--- src/cal_seq_map.svh ---
`ifndef CAL_SEQ_MAP_SVH
`define CAL_SEQ_MAP_SVH

// Register word offsets (byte address = word index * 4)
`define REG_CTRL 4'h0
`define REG_STATUS 4'h1
`define REG_IRQ_STATUS 4'h2
`define REG_IRQ_MASK 4'h3
`define REG_TRIM_BASE 4'h4

// Control register fields
`define CTRL_BG_EN 0
`define CTRL_SRC_SEL 1
`define CTRL_SW_TRIG 2
`define CTRL_SINGLE 3
`define CTRL_IN_SEL 4
`define CTRL_FG_OS 5
`define CTRL_BG_OS 6

// Status fields
`define STAT_FOREGROUND_CAL_DONE 0
`define STAT_BUSY 1
`define STAT_OFFLINE_A 2
`define STAT_OFFLINE_B 3
`define STAT_SPARE_LO 4

// Interrupt event fields
`define IRQ_FOREGROUND_CAL_DONE 0
`define IRQ_SWAP 1

// Control reset value: pin trigger source
`define CTRL_RESET 8'h02

// Timing counts in cycles
`define FG_CAL_CYCLES 16'h0400
`define BG_CAL_CYCLES 16'h0800

// Factory trim defaults (arbitrary neutral values)
`define TRIM_OFFSET_DEF 16'h0080
`define TRIM_GAIN_DEF 16'h0100
`define TRIM_TIMING_DEF 16'h0040
`define TRIM_TERM_DEF 16'h0020

`endif

--- src/cal_seq_pkg.sv ---
package cal_seq_pkg;
  typedef enum logic [3:0] {
    ST_IDLE = 4'b0001,
    ST_FG_CAL = 4'b0010,
    ST_BG_CAL = 4'b0100,
    ST_BG_SWAP = 4'b1000
  } cal_state_t;

  typedef enum logic [1:0] {
    CORE_A = 2'h0,
    CORE_B = 2'h1,
    CORE_C = 2'h2
  } core_id_t;
endpackage

--- src/cal_sequencer.sv ---
// The register offsets and register access over Avalon-MM are this design's own decisions.
`timescale 1ns/100ps
`include "cal_seq_map.svh"

module cal_sequencer #(
  parameter int FG_CYCLES = `FG_CAL_CYCLES,
  parameter int BG_CYCLES = `BG_CAL_CYCLES
) (
  input wire logic clock,
  input wire logic reset,
  input wire logic [3:0] avs_address,
  input wire logic avs_read,
  input wire logic avs_write,
  input wire logic [31:0] avs_writedata,
  output logic [31:0] avs_readdata,
  output logic avs_waitrequest,
  input wire logic cal_trigger_pin,
  input wire logic [11:0] sample_a,
  input wire logic [11:0] sample_b,
  input wire logic [11:0] sample_c,
  output logic [11:0] out_data_a,
  output logic [11:0] out_data_b,
  output logic [1:0] core_input_sel,
  output logic [2:0] bank_cal_active,
  output logic [5:0] bank_phase,
  output logic irq
);
  initial begin
    if (FG_CYCLES < 1 || FG_CYCLES > 65535 ||
        BG_CYCLES < 1 || BG_CYCLES > 65535) begin
      $error("cal_sequencer cycle counts must be 1 to 65535");
    end
  end

  cal_seq_pkg::cal_state_t state_r, state_nxt;
  cal_seq_pkg::core_id_t spare_r, spare_nxt;
  logic [7:0] ctrl_r;
  logic [1:0] irq_stat_r, irq_mask_r;
  logic foreground_cal_done_r;
  logic [15:0] cnt_r;
  logic pin_s1_r, pin_s2_r, pin_s3_r;
  logic sw_prev_r;
  logic boot_r;
  logic resp_r;
  logic [1:0] rd_phase_r;
  logic [5:0] phase_r;

  // Pin passes two flops before use; third stage is for edge detection
  // Reset level matches the idle pin, so no false rise after reset
  always_ff @(posedge clock) begin
    if (reset) begin
      pin_s1_r <= 1'b0;
      pin_s2_r <= 1'b0;
      pin_s3_r <= 1'b0;
    end else begin
      pin_s1_r <= cal_trigger_pin;
      pin_s2_r <= pin_s1_r;
      pin_s3_r <= pin_s2_r;
    end
  end

  // Decode of bus access and control fields
  // Writes land on the edge where the master sees waitrequest low
  wire wr_hit = avs_write && !avs_waitrequest;
  // Read side effects land with the readdata capture, so a read-clear
  // never loses the value it is returning
  wire rd_hit = avs_read && !resp_r && rd_phase_r == 2'h1;
  wire wr_ctrl = wr_hit && avs_address == `REG_CTRL;
  wire wr_mask = wr_hit && avs_address == `REG_IRQ_MASK;
  wire trim_sel = avs_address[3:2] == 2'b01;
  wire wr_trim = wr_hit && trim_sel;
  wire bg_en = ctrl_r[`CTRL_BG_EN];
  wire src_sel = ctrl_r[`CTRL_SRC_SEL];
  wire sw_trig = ctrl_r[`CTRL_SW_TRIG];
  wire trig_level = src_sel ? pin_s2_r : sw_trig;
  wire trig_prev = src_sel ? pin_s3_r : sw_prev_r;
  wire trig_rise = trig_level && !trig_prev;
  // Background runs while enabled, soft source, trigger held
  wire bg_run = bg_en && !src_sel && sw_trig;
  wire cnt_zero = cnt_r == 16'h0000;
  wire swap_evt = state_r == cal_seq_pkg::ST_BG_SWAP;
  wire fg_end = state_r == cal_seq_pkg::ST_FG_CAL && cnt_zero;

  // Next-state: foreground wins at boot, trigger ignored while busy
  always_comb begin
    state_nxt = state_r;
    spare_nxt = spare_r;
    case (state_r)
      cal_seq_pkg::ST_IDLE: begin
        if (boot_r || (trig_rise && !bg_run)) begin
          state_nxt = cal_seq_pkg::ST_FG_CAL;
        end else if (bg_run) begin
          state_nxt = cal_seq_pkg::ST_BG_CAL;
        end
      end
      cal_seq_pkg::ST_FG_CAL: begin
        if (cnt_zero) begin
          state_nxt = cal_seq_pkg::ST_IDLE;
        end
      end
      cal_seq_pkg::ST_BG_CAL: begin
        if (!bg_run) begin
          state_nxt = cal_seq_pkg::ST_IDLE;
        end else if (cnt_zero) begin
          state_nxt = cal_seq_pkg::ST_BG_SWAP;
        end
      end
      cal_seq_pkg::ST_BG_SWAP: begin
        // Rotate C->A->B->C: freshly trimmed spare relieves next core
        case (spare_r)
          cal_seq_pkg::CORE_C: spare_nxt = cal_seq_pkg::CORE_A;
          cal_seq_pkg::CORE_A: spare_nxt = cal_seq_pkg::CORE_B;
          default: spare_nxt = cal_seq_pkg::CORE_C;
        endcase
        state_nxt = cal_seq_pkg::ST_BG_CAL;
      end
      default: state_nxt = cal_seq_pkg::ST_IDLE;
    endcase
  end

  // Sequencer state and pass counter
  // Count reloads on every state change and on each swap
  always_ff @(posedge clock) begin
    if (reset) begin
      state_r <= cal_seq_pkg::ST_IDLE;
      spare_r <= cal_seq_pkg::CORE_C;
      cnt_r <= 16'h0000;
      boot_r <= 1'b1;
    end else begin
      state_r <= state_nxt;
      spare_r <= spare_nxt;
      if (state_r != cal_seq_pkg::ST_FG_CAL) begin
        boot_r <= 1'b0;
      end
      if (state_nxt != state_r || swap_evt) begin
        cnt_r <= (state_nxt == cal_seq_pkg::ST_FG_CAL) ?
          16'(FG_CYCLES - 1) : 16'(BG_CYCLES - 1);
      end else if (!cnt_zero) begin
        cnt_r <= cnt_r - 16'h0001;
      end
    end
  end

  // Done flag: cleared at start, set when a foreground pass ends
  always_ff @(posedge clock) begin
    if (reset) begin
      foreground_cal_done_r <= 1'b0;
      sw_prev_r <= 1'b0;
    end else begin
      sw_prev_r <= sw_trig;
      if (fg_end) begin
        foreground_cal_done_r <= 1'b1;
      end else if (state_nxt == cal_seq_pkg::ST_FG_CAL &&
                   state_r != cal_seq_pkg::ST_FG_CAL) begin
        foreground_cal_done_r <= 1'b0;
      end
    end
  end

  // Control and mask registers
  always_ff @(posedge clock) begin
    if (reset) begin
      ctrl_r <= `CTRL_RESET;
      irq_mask_r <= 2'h0;
    end else begin
      if (wr_ctrl) begin
        ctrl_r <= avs_writedata[7:0];
      end
      if (wr_mask) begin
        irq_mask_r <= avs_writedata[1:0];
      end
    end
  end

  // Sticky events; a new event beats the read-clear of the same cycle
  wire [1:0] evt = {swap_evt, fg_end};
  wire rd_irq = rd_hit && avs_address == `REG_IRQ_STATUS;
  always_ff @(posedge clock) begin
    if (reset) begin
      irq_stat_r <= 2'h0;
      irq <= 1'b0;
    end else begin
      irq_stat_r <= (rd_irq ? 2'h0 : irq_stat_r) | evt;
      irq <= |(((rd_irq ? 2'h0 : irq_stat_r) | evt) & irq_mask_r);
    end
  end

  // One-hot core mask from a core code; anything but A or B is core C
  function automatic logic [2:0] core_bit(input cal_seq_pkg::core_id_t id);
    case (id)
      cal_seq_pkg::CORE_A: core_bit = 3'b001;
      cal_seq_pkg::CORE_B: core_bit = 3'b010;
      default: core_bit = 3'b100;
    endcase
  endfunction

  // Which cores sit out of service this cycle
  wire fg_busy = state_r == cal_seq_pkg::ST_FG_CAL;
  // Mute also covers reset and the boot edge, before the state shows it
  wire mute = fg_busy || boot_r;
  wire bg_live = state_r == cal_seq_pkg::ST_BG_CAL ||
    state_r == cal_seq_pkg::ST_BG_SWAP;
  wire [2:0] spare_bit = core_bit(spare_r);
  wire off_a = bg_live && spare_bit[0];
  wire off_b = bg_live && spare_bit[1];
  // Substitute: if A is spare, C takes its slot
  wire [11:0] src_a = off_a ? sample_c : sample_a;
  wire [11:0] src_b = off_b ? sample_c : sample_b;
  wire single = ctrl_r[`CTRL_SINGLE];
  // Bit 1 routes core A, bit 0 core B; 0 picks input A, 1 input B
  // Single-channel interleaves both cores onto the chosen input
  wire [1:0] in_sel = single ? {2{ctrl_r[`CTRL_IN_SEL]}} : 2'b01;
  wire [2:0] cal_act = fg_busy ? 3'b011 :
    (state_r == cal_seq_pkg::ST_BG_CAL) ? spare_bit : 3'b000;

  // Data path and core steering, all registered outputs
  always_ff @(posedge clock) begin
    if (reset) begin
      out_data_a <= 12'h000;
      out_data_b <= 12'h000;
      core_input_sel <= 2'b01;
      bank_cal_active <= 3'b000;
      phase_r <= 6'b010101;
    end else begin
      out_data_a <= mute ? 12'h000 : src_a;
      out_data_b <= mute ? 12'h000 : src_b;
      core_input_sel <= in_sel;
      bank_cal_active <= cal_act;
      phase_r <= ~phase_r;
    end
  end
  assign bank_phase = phase_r;

  // Trim store: bus writes, registered read
  logic [15:0] trim_rd;
  trim_mem #(.DEPTH(4), .WIDTH(16)) u_trim (
    .clock(clock),
    .reset(reset),
    .wr_en(wr_trim),
    .wr_addr(avs_address[1:0]),
    .wr_data(avs_writedata[15:0]),
    .rd_addr(avs_address[1:0]),
    .rd_data(trim_rd)
  );

  // Status word; busy covers foreground and background passes
  // Offset-enable bits are kept for software but not acted on here
  wire [31:0] status_w = {26'h0, 2'(spare_r), off_b | fg_busy,
    off_a | fg_busy, state_r != cal_seq_pkg::ST_IDLE, foreground_cal_done_r};

  // Two-cycle read for every register so trim memory latency fits
  always_ff @(posedge clock) begin
    if (reset) begin
      resp_r <= 1'b0;
      rd_phase_r <= 2'h0;
    end else if (resp_r) begin
      resp_r <= 1'b0;
      rd_phase_r <= 2'h0;
    end else if (avs_write) begin
      resp_r <= 1'b1;
    end else if (avs_read) begin
      rd_phase_r <= rd_phase_r + 2'h1;
      resp_r <= rd_phase_r == 2'h1;
    end
  end

  // Waitrequest is low only in the answering cycle
  // Writes answer one edge after the request is seen, reads two
  always_ff @(posedge clock) begin
    if (reset) begin
      avs_waitrequest <= 1'b1;
      avs_readdata <= 32'h0;
    end else begin
      avs_waitrequest <= !((avs_write && !resp_r && !avs_waitrequest) ||
        (avs_write && avs_waitrequest && !resp_r) ||
        (avs_read && rd_phase_r == 2'h1 && !resp_r));
      if (avs_read && rd_phase_r == 2'h1) begin
        case (avs_address)
          `REG_CTRL: avs_readdata <= {24'h0, ctrl_r};
          `REG_STATUS: avs_readdata <= status_w;
          `REG_IRQ_STATUS: avs_readdata <= {30'h0, irq_stat_r};
          `REG_IRQ_MASK: avs_readdata <= {30'h0, irq_mask_r};
          default: avs_readdata <= trim_sel ? {16'h0, trim_rd} : 32'h0;
        endcase
      end
    end
  end
endmodule

--- src/trim_mem.sv ---
`timescale 1ns/100ps
`include "cal_seq_map.svh"

// Trim store, loaded with factory values at reset, registered read data
module trim_mem #(
  parameter int DEPTH = 4,
  parameter int WIDTH = 16
) (
  input wire logic clock,
  input wire logic reset,
  input wire logic wr_en,
  input wire logic [1:0] wr_addr,
  input wire logic [WIDTH-1:0] wr_data,
  input wire logic [1:0] rd_addr,
  output logic [WIDTH-1:0] rd_data
);
  logic [WIDTH-1:0] mem_r [DEPTH];

  initial begin
    if (DEPTH != 4 || WIDTH < 16) begin
      $error("trim_mem needs DEPTH 4 and WIDTH at least 16");
    end
  end

  // Factory defaults for each trim slot
  function automatic logic [WIDTH-1:0] trim_default(input int idx);
    case (idx)
      0: trim_default = WIDTH'(`TRIM_OFFSET_DEF);
      1: trim_default = WIDTH'(`TRIM_GAIN_DEF);
      2: trim_default = WIDTH'(`TRIM_TIMING_DEF);
      default: trim_default = WIDTH'(`TRIM_TERM_DEF);
    endcase
  endfunction

  genvar g;
  generate
    for (g = 0; g < DEPTH; g++) begin : slot
      // Reset reloads factory value; software may overwrite
      always_ff @(posedge clock) begin
        if (reset) begin
          mem_r[g] <= trim_default(g);
        end else if (wr_en && wr_addr == 2'(g)) begin
          mem_r[g] <= wr_data;
        end
      end
    end
  endgenerate

  // Registered read port
  always_ff @(posedge clock) begin
    if (reset) begin
      rd_data <= '0;
    end else begin
      rd_data <= mem_r[rd_addr];
    end
  end
endmodule
--- config.mk ---
export PLATFORM = sky130hd
export DESIGN_NAME = cal_sequencer
export DESIGN_NICKNAME = d
export VERILOG_FILES = /design/src/cal_seq_pkg.sv /design/src/cal_sequencer.sv /design/src/trim_mem.sv
export VERILOG_INCLUDE_DIRS = /design/src
export SDC_FILE = /design/constraint.sdc
export NUM_CORES = 1
export LEC_CHECK = 0
export BUFFER_PORTS_ARGS = -buffer_cell sky130_fd_sc_hd__buf_2
export CELL_PAD_IN_SITES_DETAIL_PLACEMENT = 0
export CELL_PAD_IN_SITES_GLOBAL_PLACEMENT = 1
export CORE_UTILIZATION = 46
export CTS_CLUSTER_SIZE = 14
export DETAILED_ROUTE_END_ITERATION = 8
export PLACE_DENSITY_LB_ADDON = 0.1
export SLEW_MARGIN = 5
export SYNTH_ARGS = -nofsm -noshare
export SYNTH_HDL_FRONTEND = slang
export SYNTH_SLANG_ARGS = --single-unit
--- constraint.sdc ---
create_clock -name clock -period 4.32 [get_ports clock]
set_clock_uncertainty 0.15 [all_clocks]
set_input_delay 0.864 -clock clock [delete_from_list [all_inputs] [get_ports clock]]
set_output_delay 0.864 -clock clock [all_outputs]
set_load 0.03 [all_outputs]
Word level (Yosys, flattened, before mapping)
Memory sizes are Yosys's and may differ from the RTL's. A register that Yosys moved wholly into a read port is not among the register bits.
Index checks and enable logic that the tools add are counted.
W data, S select, Z words.
Word-level totals
  bits in registers: 112
  memory bits (writable): 64
  input port bits: 77
  output and inout port bits: 69
  word-level logic and storage cells: 147
  memories kept: 1
Operators by class
  $add $sub $neg: 2
  equal/unequal tests: 19
  multiplexer cells: 42
  bitwise gates (word level): 12
  reductions and logical operators: 48
Memories
  u_trim.mem_r: depth 4, width 16, read ports 1, clocked after Yosys merged registers in 1, wr ports 4, RTL line trim_mem.sv:17  | logic [WIDTH-1:0] mem_r [DEPTH];
Operator list (count)
  $mux W16: 7
  $pmux W16 S4: 1
  $logic_and A1 B1 Y1: 25
  $mux W12: 2
  $mux W1: 20
  $mux W4: 5
  $eq A4 B2 Y1 const B: 4
  $logic_not A16 Y1: 1
  $pmux W4 S4: 1
  $sub A16 B1 Y16 const B: 1
  $mux W11: 1
  $eq A2 B1 Y1 const B: 4
  $eq A4 B1 Y1 const B: 2
  $reduce_or A2 Y1: 4
  $eq A2 B2 Y1 const B: 3
  $logic_not A1 Y1: 6
  $logic_or A1 B1 Y1: 6
  $mux W2: 3
  $not A6 Y6: 1
  $or A1 B1 Y1: 6
  $pmux W3 S2: 1
  $eq A4 B3 Y1 const B: 1
  $eq A4 B4 Y1 const B: 1
  $logic_not A2 Y1: 2
  13 further kinds: 15

Depth between registers and ports, before layout
Gate-level depths: netlist of run 1.
  depth in word-level cells: 12
  depth in mapped cells: 9
  mapped depth without buffers: 8

By module
Synthesis of run 1 repeated with hierarchy kept, for this count alone.
Second synthesis, totals
  cells, all modules: 643
  area total of the unflattened synthesis: 7400.8 sq um
By module, submodules not included
  cal_sequencer: times used 1, cells each 426, area each 4056.4 sq um, sequential area each 1921.8 sq um
  trim_mem: times used 1, cells each 217, area each 3344.5 sq um, sequential area each 2242.2 sq um

Worst setup path before layout of run 1
No wires, ideal clock.
  path kind: input -> register
  start point: in avs_address[1]
  end point: mem u_trim.mem_r[2][0] (enable)
  library setup time: 0.339 ns
  data arrival time: 2.073 ns
  data required time: 3.831 ns
  slack: 1.758 ns
  stages: 4
  buffers on the path: 3
  path through: clkbuf_1 clkbuf_1 buf_2 a31o_2
RTL lines
  start, declared: RTL line cal_sequencer.sv:11  | input wire logic [3:0] avs_address,
  end, declared: RTL line trim_mem.sv:17

Worst setup path in the final report of run 1
  start point: in avs_address[1]
  end point: reg irq
On the way
  longest elaborated chain between the ends: 6
RTL lines
  $eq A4 B2 Y1
  $logic_and A1 B1 Y1 (no source line)
  $mux W2: RTL line cal_sequencer.sv:184  | irq <= |(((rd_irq ? 2'h0 : irq_stat_r) | evt) & irq_mask_r);
  $or A2 B2 Y2: RTL line cal_sequencer.sv:184
  $and A2 B2 Y2: RTL line cal_sequencer.sv:184
  $reduce_or A2 Y1: RTL line cal_sequencer.sv:184
  end signal, assigned: RTL line cal_sequencer.sv:184
  end, declared: RTL line cal_sequencer.sv:26  | output logic irq
Every way passes these cells.
A chain may end at the register's enable or synchronous reset.

==> results.yml, run 1 <==
worst_setup_path:
  r2r_start: "state_r[1]"
  worstPathRequired_ns: 4.47
  cpPeakStageDelay_ns: 0.59
  path_buf_inv: 1
  cpLargestDelayFamily: "simple AND/OR/NAND/NOR gates"
  crit_path_end_kind: "register"
  arrival_ns: 2.68
  crit_chain: "buf_2 -> nand2_1 -> or4_1 -> a21oi_1 -> nor2_1 -> a22o_1"
  slowest_stage: "or4_1"
  critPathKind: "input port to register"
  rr_endpoint: "out_data_b[7]"
  startpoint_type: "input port"
  critPathMaxFanout: 25
  reg2reg_slack_ns: 1.90
  reg2regPathDepth: 3
clock_tree:
  root_buffer: "clkbuf_16"
  cts.sinks: 176
  postCtsSetupBuffers: 0
  clock_latency_ns: 0.43
  ctsHoldBuffers: 0
  clockBufferDepth: 2
  cts.reportedPaths.clkPinSlew_ns: 0.07
  numCtsBuffers: 17
  htree_levels: 4
  cts.repair.resized: 0
  cts_tree: "yes"
power_and_ir_drop:
  ir_drop_mv: 0.283
  clockPowerShare: 0.403
  p_int_mw: 2.66
  net-switching-power_uw: 934
  swShare: 0.260
  cellPowerDensity_mw_per_mm2: 421
  p_seq_frac: 0.507
  p_leak_nw: 3.45
  comb_power_share: 0.090
routing:
  via_count: 4964
  drtIter0Drc: 289
  drc_errors: 0
  via_per_inst: 5.09
  avgRoutedWirePerCell_um: 16.0
  drt_first_pass_iters: 5
  wirelength_um: 15600
  postRouteAntennaNets: 0
sta:
  setup_tns_ns: 0
  min_period_ns: 2.53
  hold_viol_final: 0
  holdWs_ns: 0.250
  fmax_mhz: 395
  max_slew.worst_pin.slew_ns: 0.797
  max_slew_margin: 0.468
  rsz0062_at_grt: "false"
  setup_viol: 0
  drv_slew: 0
  fin_crit_sh: 0.586
synth:
  avgSynthCellArea_um2: 11.3
  ys_ff_latch: 176
  synthFlopType: "dfxtp_1"
  synth.distinct_cells: 61
  synth.top_cell.area_share: 0.306
  synth_enable_flop_cells: 64
  async_reset_ff_frac: 0
  ys_seq_area_frac: 0.568
  ys_top_cells_by_area: "dfxtp_1 31%, edfxtp_1 26%, mux4_2 5.5%, and2_1 5.0%, nand2_1 3.5%"
  synthesis.instances: 651
  synth.cell_area_mm2: 0.00733
  yosysTopAreaCell: "dfxtp_1"
  yosys_warnings: 0
placed_design:
  gp_congestion: 0.793
  io_buffers: 113
  place_hpwl_um: 10700
floorplanning:
  rows: 45
  pin_count: 146
  design.core.area_mm2: 0.0154
  start_util: 0.477
  die_area_mm2: 0.0164
  die_w_um: 128
  die_height_um: 128
global_routing:
  met1_usage: 0.234
  gr-usage-met3: 0.0447
  antenna_found_initial: 0
  grt_usage: 0.197
  overflow: 0
  use_met2: 0.353
  grt_pass1_vias: 4853
  grt_max_degree: 55
  grt_pass1_wl_um: 24500
  busiest_layer: "met2"
status:
  outcome: "complete, no violations"
worst_hold_path:
  min_to: "bank_phase[2]"
  hold_depth: 1
  hold_path.class: "register to register"
  hp-start: "bank_phase[2]"
layout:
  area_growth_pct: 16.5
  nNetsFinal: 830
  drive_gt1_frac: 0.266
  antenna_cells: 0
run:
  maxCapViolCount: 0
==> worst max-delay path by stage <==
stage | start | cells after the start | slack (ns) | end
finish | avs_address[1] | 6 | 1.79 | irq
global route | state_r[1] | 3 | 1.66 | out_data_b[7]
CTS | avs_address[1] | 6 | 1.77 | irq
detailed placement | avs_address[1] | 6 | 1.32 | irq
global placement | avs_address[1] | 6 | 1.37 | irq
floorplan | avs_address[1] | 4 | 1.76 | u_trim.mem_r[2][0]
==> power by group through the flow <==
stage / Combinational (mW) / Clock (mW) / Sequential, mW
global route: 0.359 / 1.54 / 1.83
floorplan: 0.220 / 0 / 1.88
finish: 0.324 / 1.45 / 1.82
detailed placement: 0.329 / 0 / 1.86
global placement: 0.326 / 0 / 1.86
CTS: 0.330 / 1.48 / 1.82
==> cell usage in the layout (no fill, tap or decap), types with 10 or more instances in the layout <==
master	instances
nor2b_1	26
mux2i_1	12
buf_2	112
nor3_1	15
nor2_1	50
clkbuf_16	17
dfxtp_1	112
edfxtp_1	64
and2_1	58
a21oi_2	10
nand2_1	68
mux4_2	18
conb_1	16
a21oi_1	33
==> cell families (layout without fill, tap and decap cells) <==
logic type               count (synthesis)  after routing  synth area share
XOR/XNOR                                16             16            0.0191
AND/OR/NAND/NOR                        278            278             0.213
flip-flops                             176            176             0.568
AO/OA/AOI/OAI                           84             84            0.0782
buffers and inverters                   62            160            0.0425
other                                    1             16          0.000512
adder cells (fa/ha/maj)                  2              2           0.00341
multiplexers                            32             32            0.0748
==> metal layers <==
metal | share of wire | wire (um) | up-vias
met3 | 0.044 | 686 | 15
met1 | 0.43 | 6680 | 2390
met4 | 0.011 | 179 | 0
li1 | - | - | 2451
met2 | 0.52 | 8070 | 108
met5 | 0 | 0 | -
==> cells in the mapped netlist (2+ instances only) <==
library cell / instances
nor4_1: 5
nand2b_1: 9
and2_1: 58
nand3b_1: 4
clkbuf_1: 22
a211o_1: 2
inv_1: 8
nand4_1: 2
mux4_2: 18
ha_1: 2
nor4b_2: 2
edfxtp_1: 64
buf_4: 16
a211oi_1: 3
and3b_1: 4
xnor2_1: 9
nor3b_2: 5
nor2_1: 50
a222oi_1: 2
dfxtp_1: 112
mux2_2: 2
a21oi_1: 33
a221oi_1: 4
a22oi_1: 8
buf_1: 5
nor2b_1: 26
o21ai_0: 9
nor4_2: 3
buf_2: 9
nor3_1: 15
a21oi_2: 10
xor2_1: 7
nand2_1: 68
mux2i_1: 12
nor3_2: 2
nand3_1: 2
nor3b_1: 4
or3_1: 6
a31o_2: 4
nor4b_1: 4
==> state kept, by name, indices dropped and copies added (netlist names), 3 cells and up <==
| signal | cells |
|---|---|
| avs_readdata | 16 |
| bank_cal_active | 3 |
| bank_phase | 6 |
| cnt_r | 16 |
| ctrl_r | 8 |
| out_data_a | 12 |
| out_data_b | 12 |
| state_r | 4 |
| u_trim.mem_r | 64 |
| u_trim.rd_data | 16 |
==> worst reg2reg max path: stages (launching register included) <==
cell	delay [ns]
dfxtp_1	0.58
nor4b_2	0.72
or3_1	0.72
a21oi_1	0.10
==> layout make-up <==
cell class / instances / area [um^2]
fill: 1364 / 6830
clock inverter: 14 / 124
multi-input combinational: 428 / 2910
clock buffer: 18 / 429
tap: 211 / 264
timing repair buffer: 119 / 613
inverter: 9 / 33.8
sequential: 176 / 4160
==> through the flow <==
stage | power [mW] | cells | setup slack, ns | utilization | cell area, um^2
floorplan | 2.10 | 666 | 1.76 | - | 7380
global placement | 2.18 | 943 | 1.37 | 0.519 | 7980
detailed placement | 2.19 | 943 | 1.32 | 0.519 | 7980
CTS | 3.63 | 975 | 1.77 | 0.555 | 8540
global route | 3.72 | 975 | 1.66 | 0.555 | 8540
finish | 3.59 | 975 | 1.79 | 0.555 | 8540
Power figures use the tool's default switching activity.
==> inputs of run 2 (changes only) <==
CORE_UTILIZATION = 39   (was 46)
clock period = 2.2 ns   (was 4.32 ns; I/O delays follow)
==> run 2 against run 1 <==
Against the previous run:
- the flow now finishes with violations (DRC)
- core utilization decreased by 5.2 points
- critical path depth is 3 higher
- first-iteration DRC count is 12% higher
- sequential power up 96%
- via count is 5.1% higher
- sequential share of layout area down 3.3 points
- cell area grew 7.4%
- setup slack worse by 1.7 ns
- die area is 18% higher
- largest power group unchanged
==> results.yml, run 2 (synthesized netlist as in run 1, its figures left out) <==
clock_tree:
  clockBufferDepth: 2
  clock_latency_ns: 0.43
  htree_levels: 4
  root_buffer: "clkbuf_16"
  cts.sinks: 176
  cts_tree: "yes"
  ctsHoldBuffers: 0
  cts.reportedPaths.clkPinSlew_ns: 0.07
  numCtsBuffers: 17
placed_design:
  gp_congestion: 0.793
  place_inst: 1007
  place_hpwl_um: 12200
  io_buffers: 113
layout:
  area_growth_pct: 25.1
  final_common_cell: "buf_2"
  drive_gt1_frac: 0.323
  antenna_cells: 0
  nNetsFinal: 881
  multi_input_area_mm2: 0.00299
  fin_util: 0.503
  final_cell_mix: "112 x buf_2, 111 x dfxtp_1, 68 x nand2_1, 64 x edfxtp_1, 58 x and2_1"
  seq_area_mm2: 0.00417
  largest_reg_flops: 64
  largest_register: "u_trim.mem_r"
  fin_cells: 1044
  n_fill_cell: 1658
routing:
  via_per_inst: 5.00
  wirelength_um: 17300
  drc_errors: 12
  postRouteAntennaNets: 0
  wl_met3_um: 757
  avgRoutedWirePerCell_um: 16.5
  highest_layer: "met4"
  wl_met2_um: 9060
  via_count: 5218
  drt_first_pass_iters: 9
  drtIter0Drc: 325
  drt-met1-wl_um: 7240
power_and_ir_drop:
  p_total_mw: 7.46
  p_seq_frac: 0.479
  swShare: 0.245
  p_leak_nw: 3.78
  cellPowerDensity_mw_per_mm2: 813
  clockPowerShare: 0.417
  ir_drop_mv: 0.517
  comb_power_share: 0.104
  p_int_mw: 5.63
  net-switching-power_mw: 1.82
global_routing:
  overflow: 0
  grt_usage: 0.184
  grt_pass1_wl_um: 27400
  grt_max_degree: 94
  antenna_found_initial: 0
  grt_pass1_vias: 5272
worst_hold_path:
  hold_path.class: "input port to register"
  hp-start: "cal_trigger_pin"
  hold_depth: 2
  min_to: "pin_s1_r"
sta:
  setup_viol: 0
  rsz0062_at_grt: "true"
  max_slew_margin: 0.482
  holdWs_ns: 0.0786
  fmax_mhz: 479
  fin_crit_sh: 0.950
  max_slew.worst_pin.slew_ns: 0.774
  drv_slew: 0
  hold_viol_final: 0
  min_period_ns: 2.09
status:
  violations: "DRC"
  outcome: "finished, violations left"
floorplanning:
  start_util: 0.402
  pin_count: 146
  rows: 49
  die_w_um: 139
  die_height_um: 139
  design.core.area_mm2: 0.0182
  die_area_mm2: 0.0193
worst_setup_path:
  slowest_stage: "dfxtp_1"
  crit_chain: "inv_1 -> ha_2 -> nor4b_2 -> nand3b_1 -> nor4_4 -> a21oi_2 -> and3_4 -> buf_12 -> a31oi_4"
  reg2regPathDepth: 9
  r2r_start: "cnt_r[0]"
  arrival_ns: 2.30
  crit_path_end_kind: "register"
  critPathKind: "register to register"
  critPathMaxFanout: 7
  worstPathRequired_ns: 2.41
  reg2reg_slack_ns: 0.11
  cpPeakStageDelay_ns: 0.31
  startpoint_type: "register"
  rr_endpoint: "cnt_r[4]"
run:
  maxCapViolCount: 0
## run 2: worst max path at each step
stage                        start                 end
floorplan           avs_address[1]  u_trim.mem_r[2][0]
global placement         ctrl_r[1]           cnt_r[14]
detailed placement       ctrl_r[1]           cnt_r[12]
CTS                       cnt_r[0]            cnt_r[4]
global route              cnt_r[0]            cnt_r[4]
finish                    cnt_r[0]            cnt_r[4]
## run 2: critical path, delay by kind of cell, from the launching register on
kind	cells	cell delay, ns
AO/OA/AOI/OAI	2	0.18
AND/OR/NAND/NOR	4	0.98
buffers and inverters	2	0.21
adder cells (fa/ha/maj)	1	0.21
flip-flops	1	0.31
## run 2: repair_timing
action / 4_1_cts / 5_1_grt
cloned: 0 / 0
endpoints found under the setup margin: 6 / 17
resized for setup: 0 / 15
setup buffers: 2 / 3
pin swaps: 2 / 4
## run 2: through the flow
stage               setup slack, ns  TNS [ns]  area [um^2]
floorplan                    0.0617         0         7380
global placement             0.0149         0         8410
detailed placement          -0.0540    -0.220         8410
CTS                         0.00669         0         9050
global route                -0.0260    -0.105         9170
finish                        0.110         0         9170
## run 2: layer usage
layer / up-vias / global-route usage
li1: 2551 / -
met1: 2535 / 0.214
met2: 114 / 0.332
met3: 18 / 0.0442
met4: 0 / 0.0591
met5: - / 0
## run 2: layout make-up
class                   count  area share
clock buffers              21      0.0516
clock inverters            11      0.0153
inverters                   9     0.00369
multi-input cells         428       0.326
flip-flops and latches    176       0.455
well taps                 229      0.0313
repair buffers            170       0.117
## run 2: power by group through the flow
| stage | sequential [mW] | combinational, mW | clock [mW] |
|---|---|---|---|
| after floorplan | 3.69 | 0.431 | 0 |
| after detailed placement | 3.63 | 0.746 | 0 |
| final | 3.57 | 0.779 | 3.11 |
| after global routing | 3.58 | 0.845 | 3.34 |
| after global placement | 3.63 | 0.738 | 0 |
| after CTS | 3.56 | 0.767 | 3.21 |
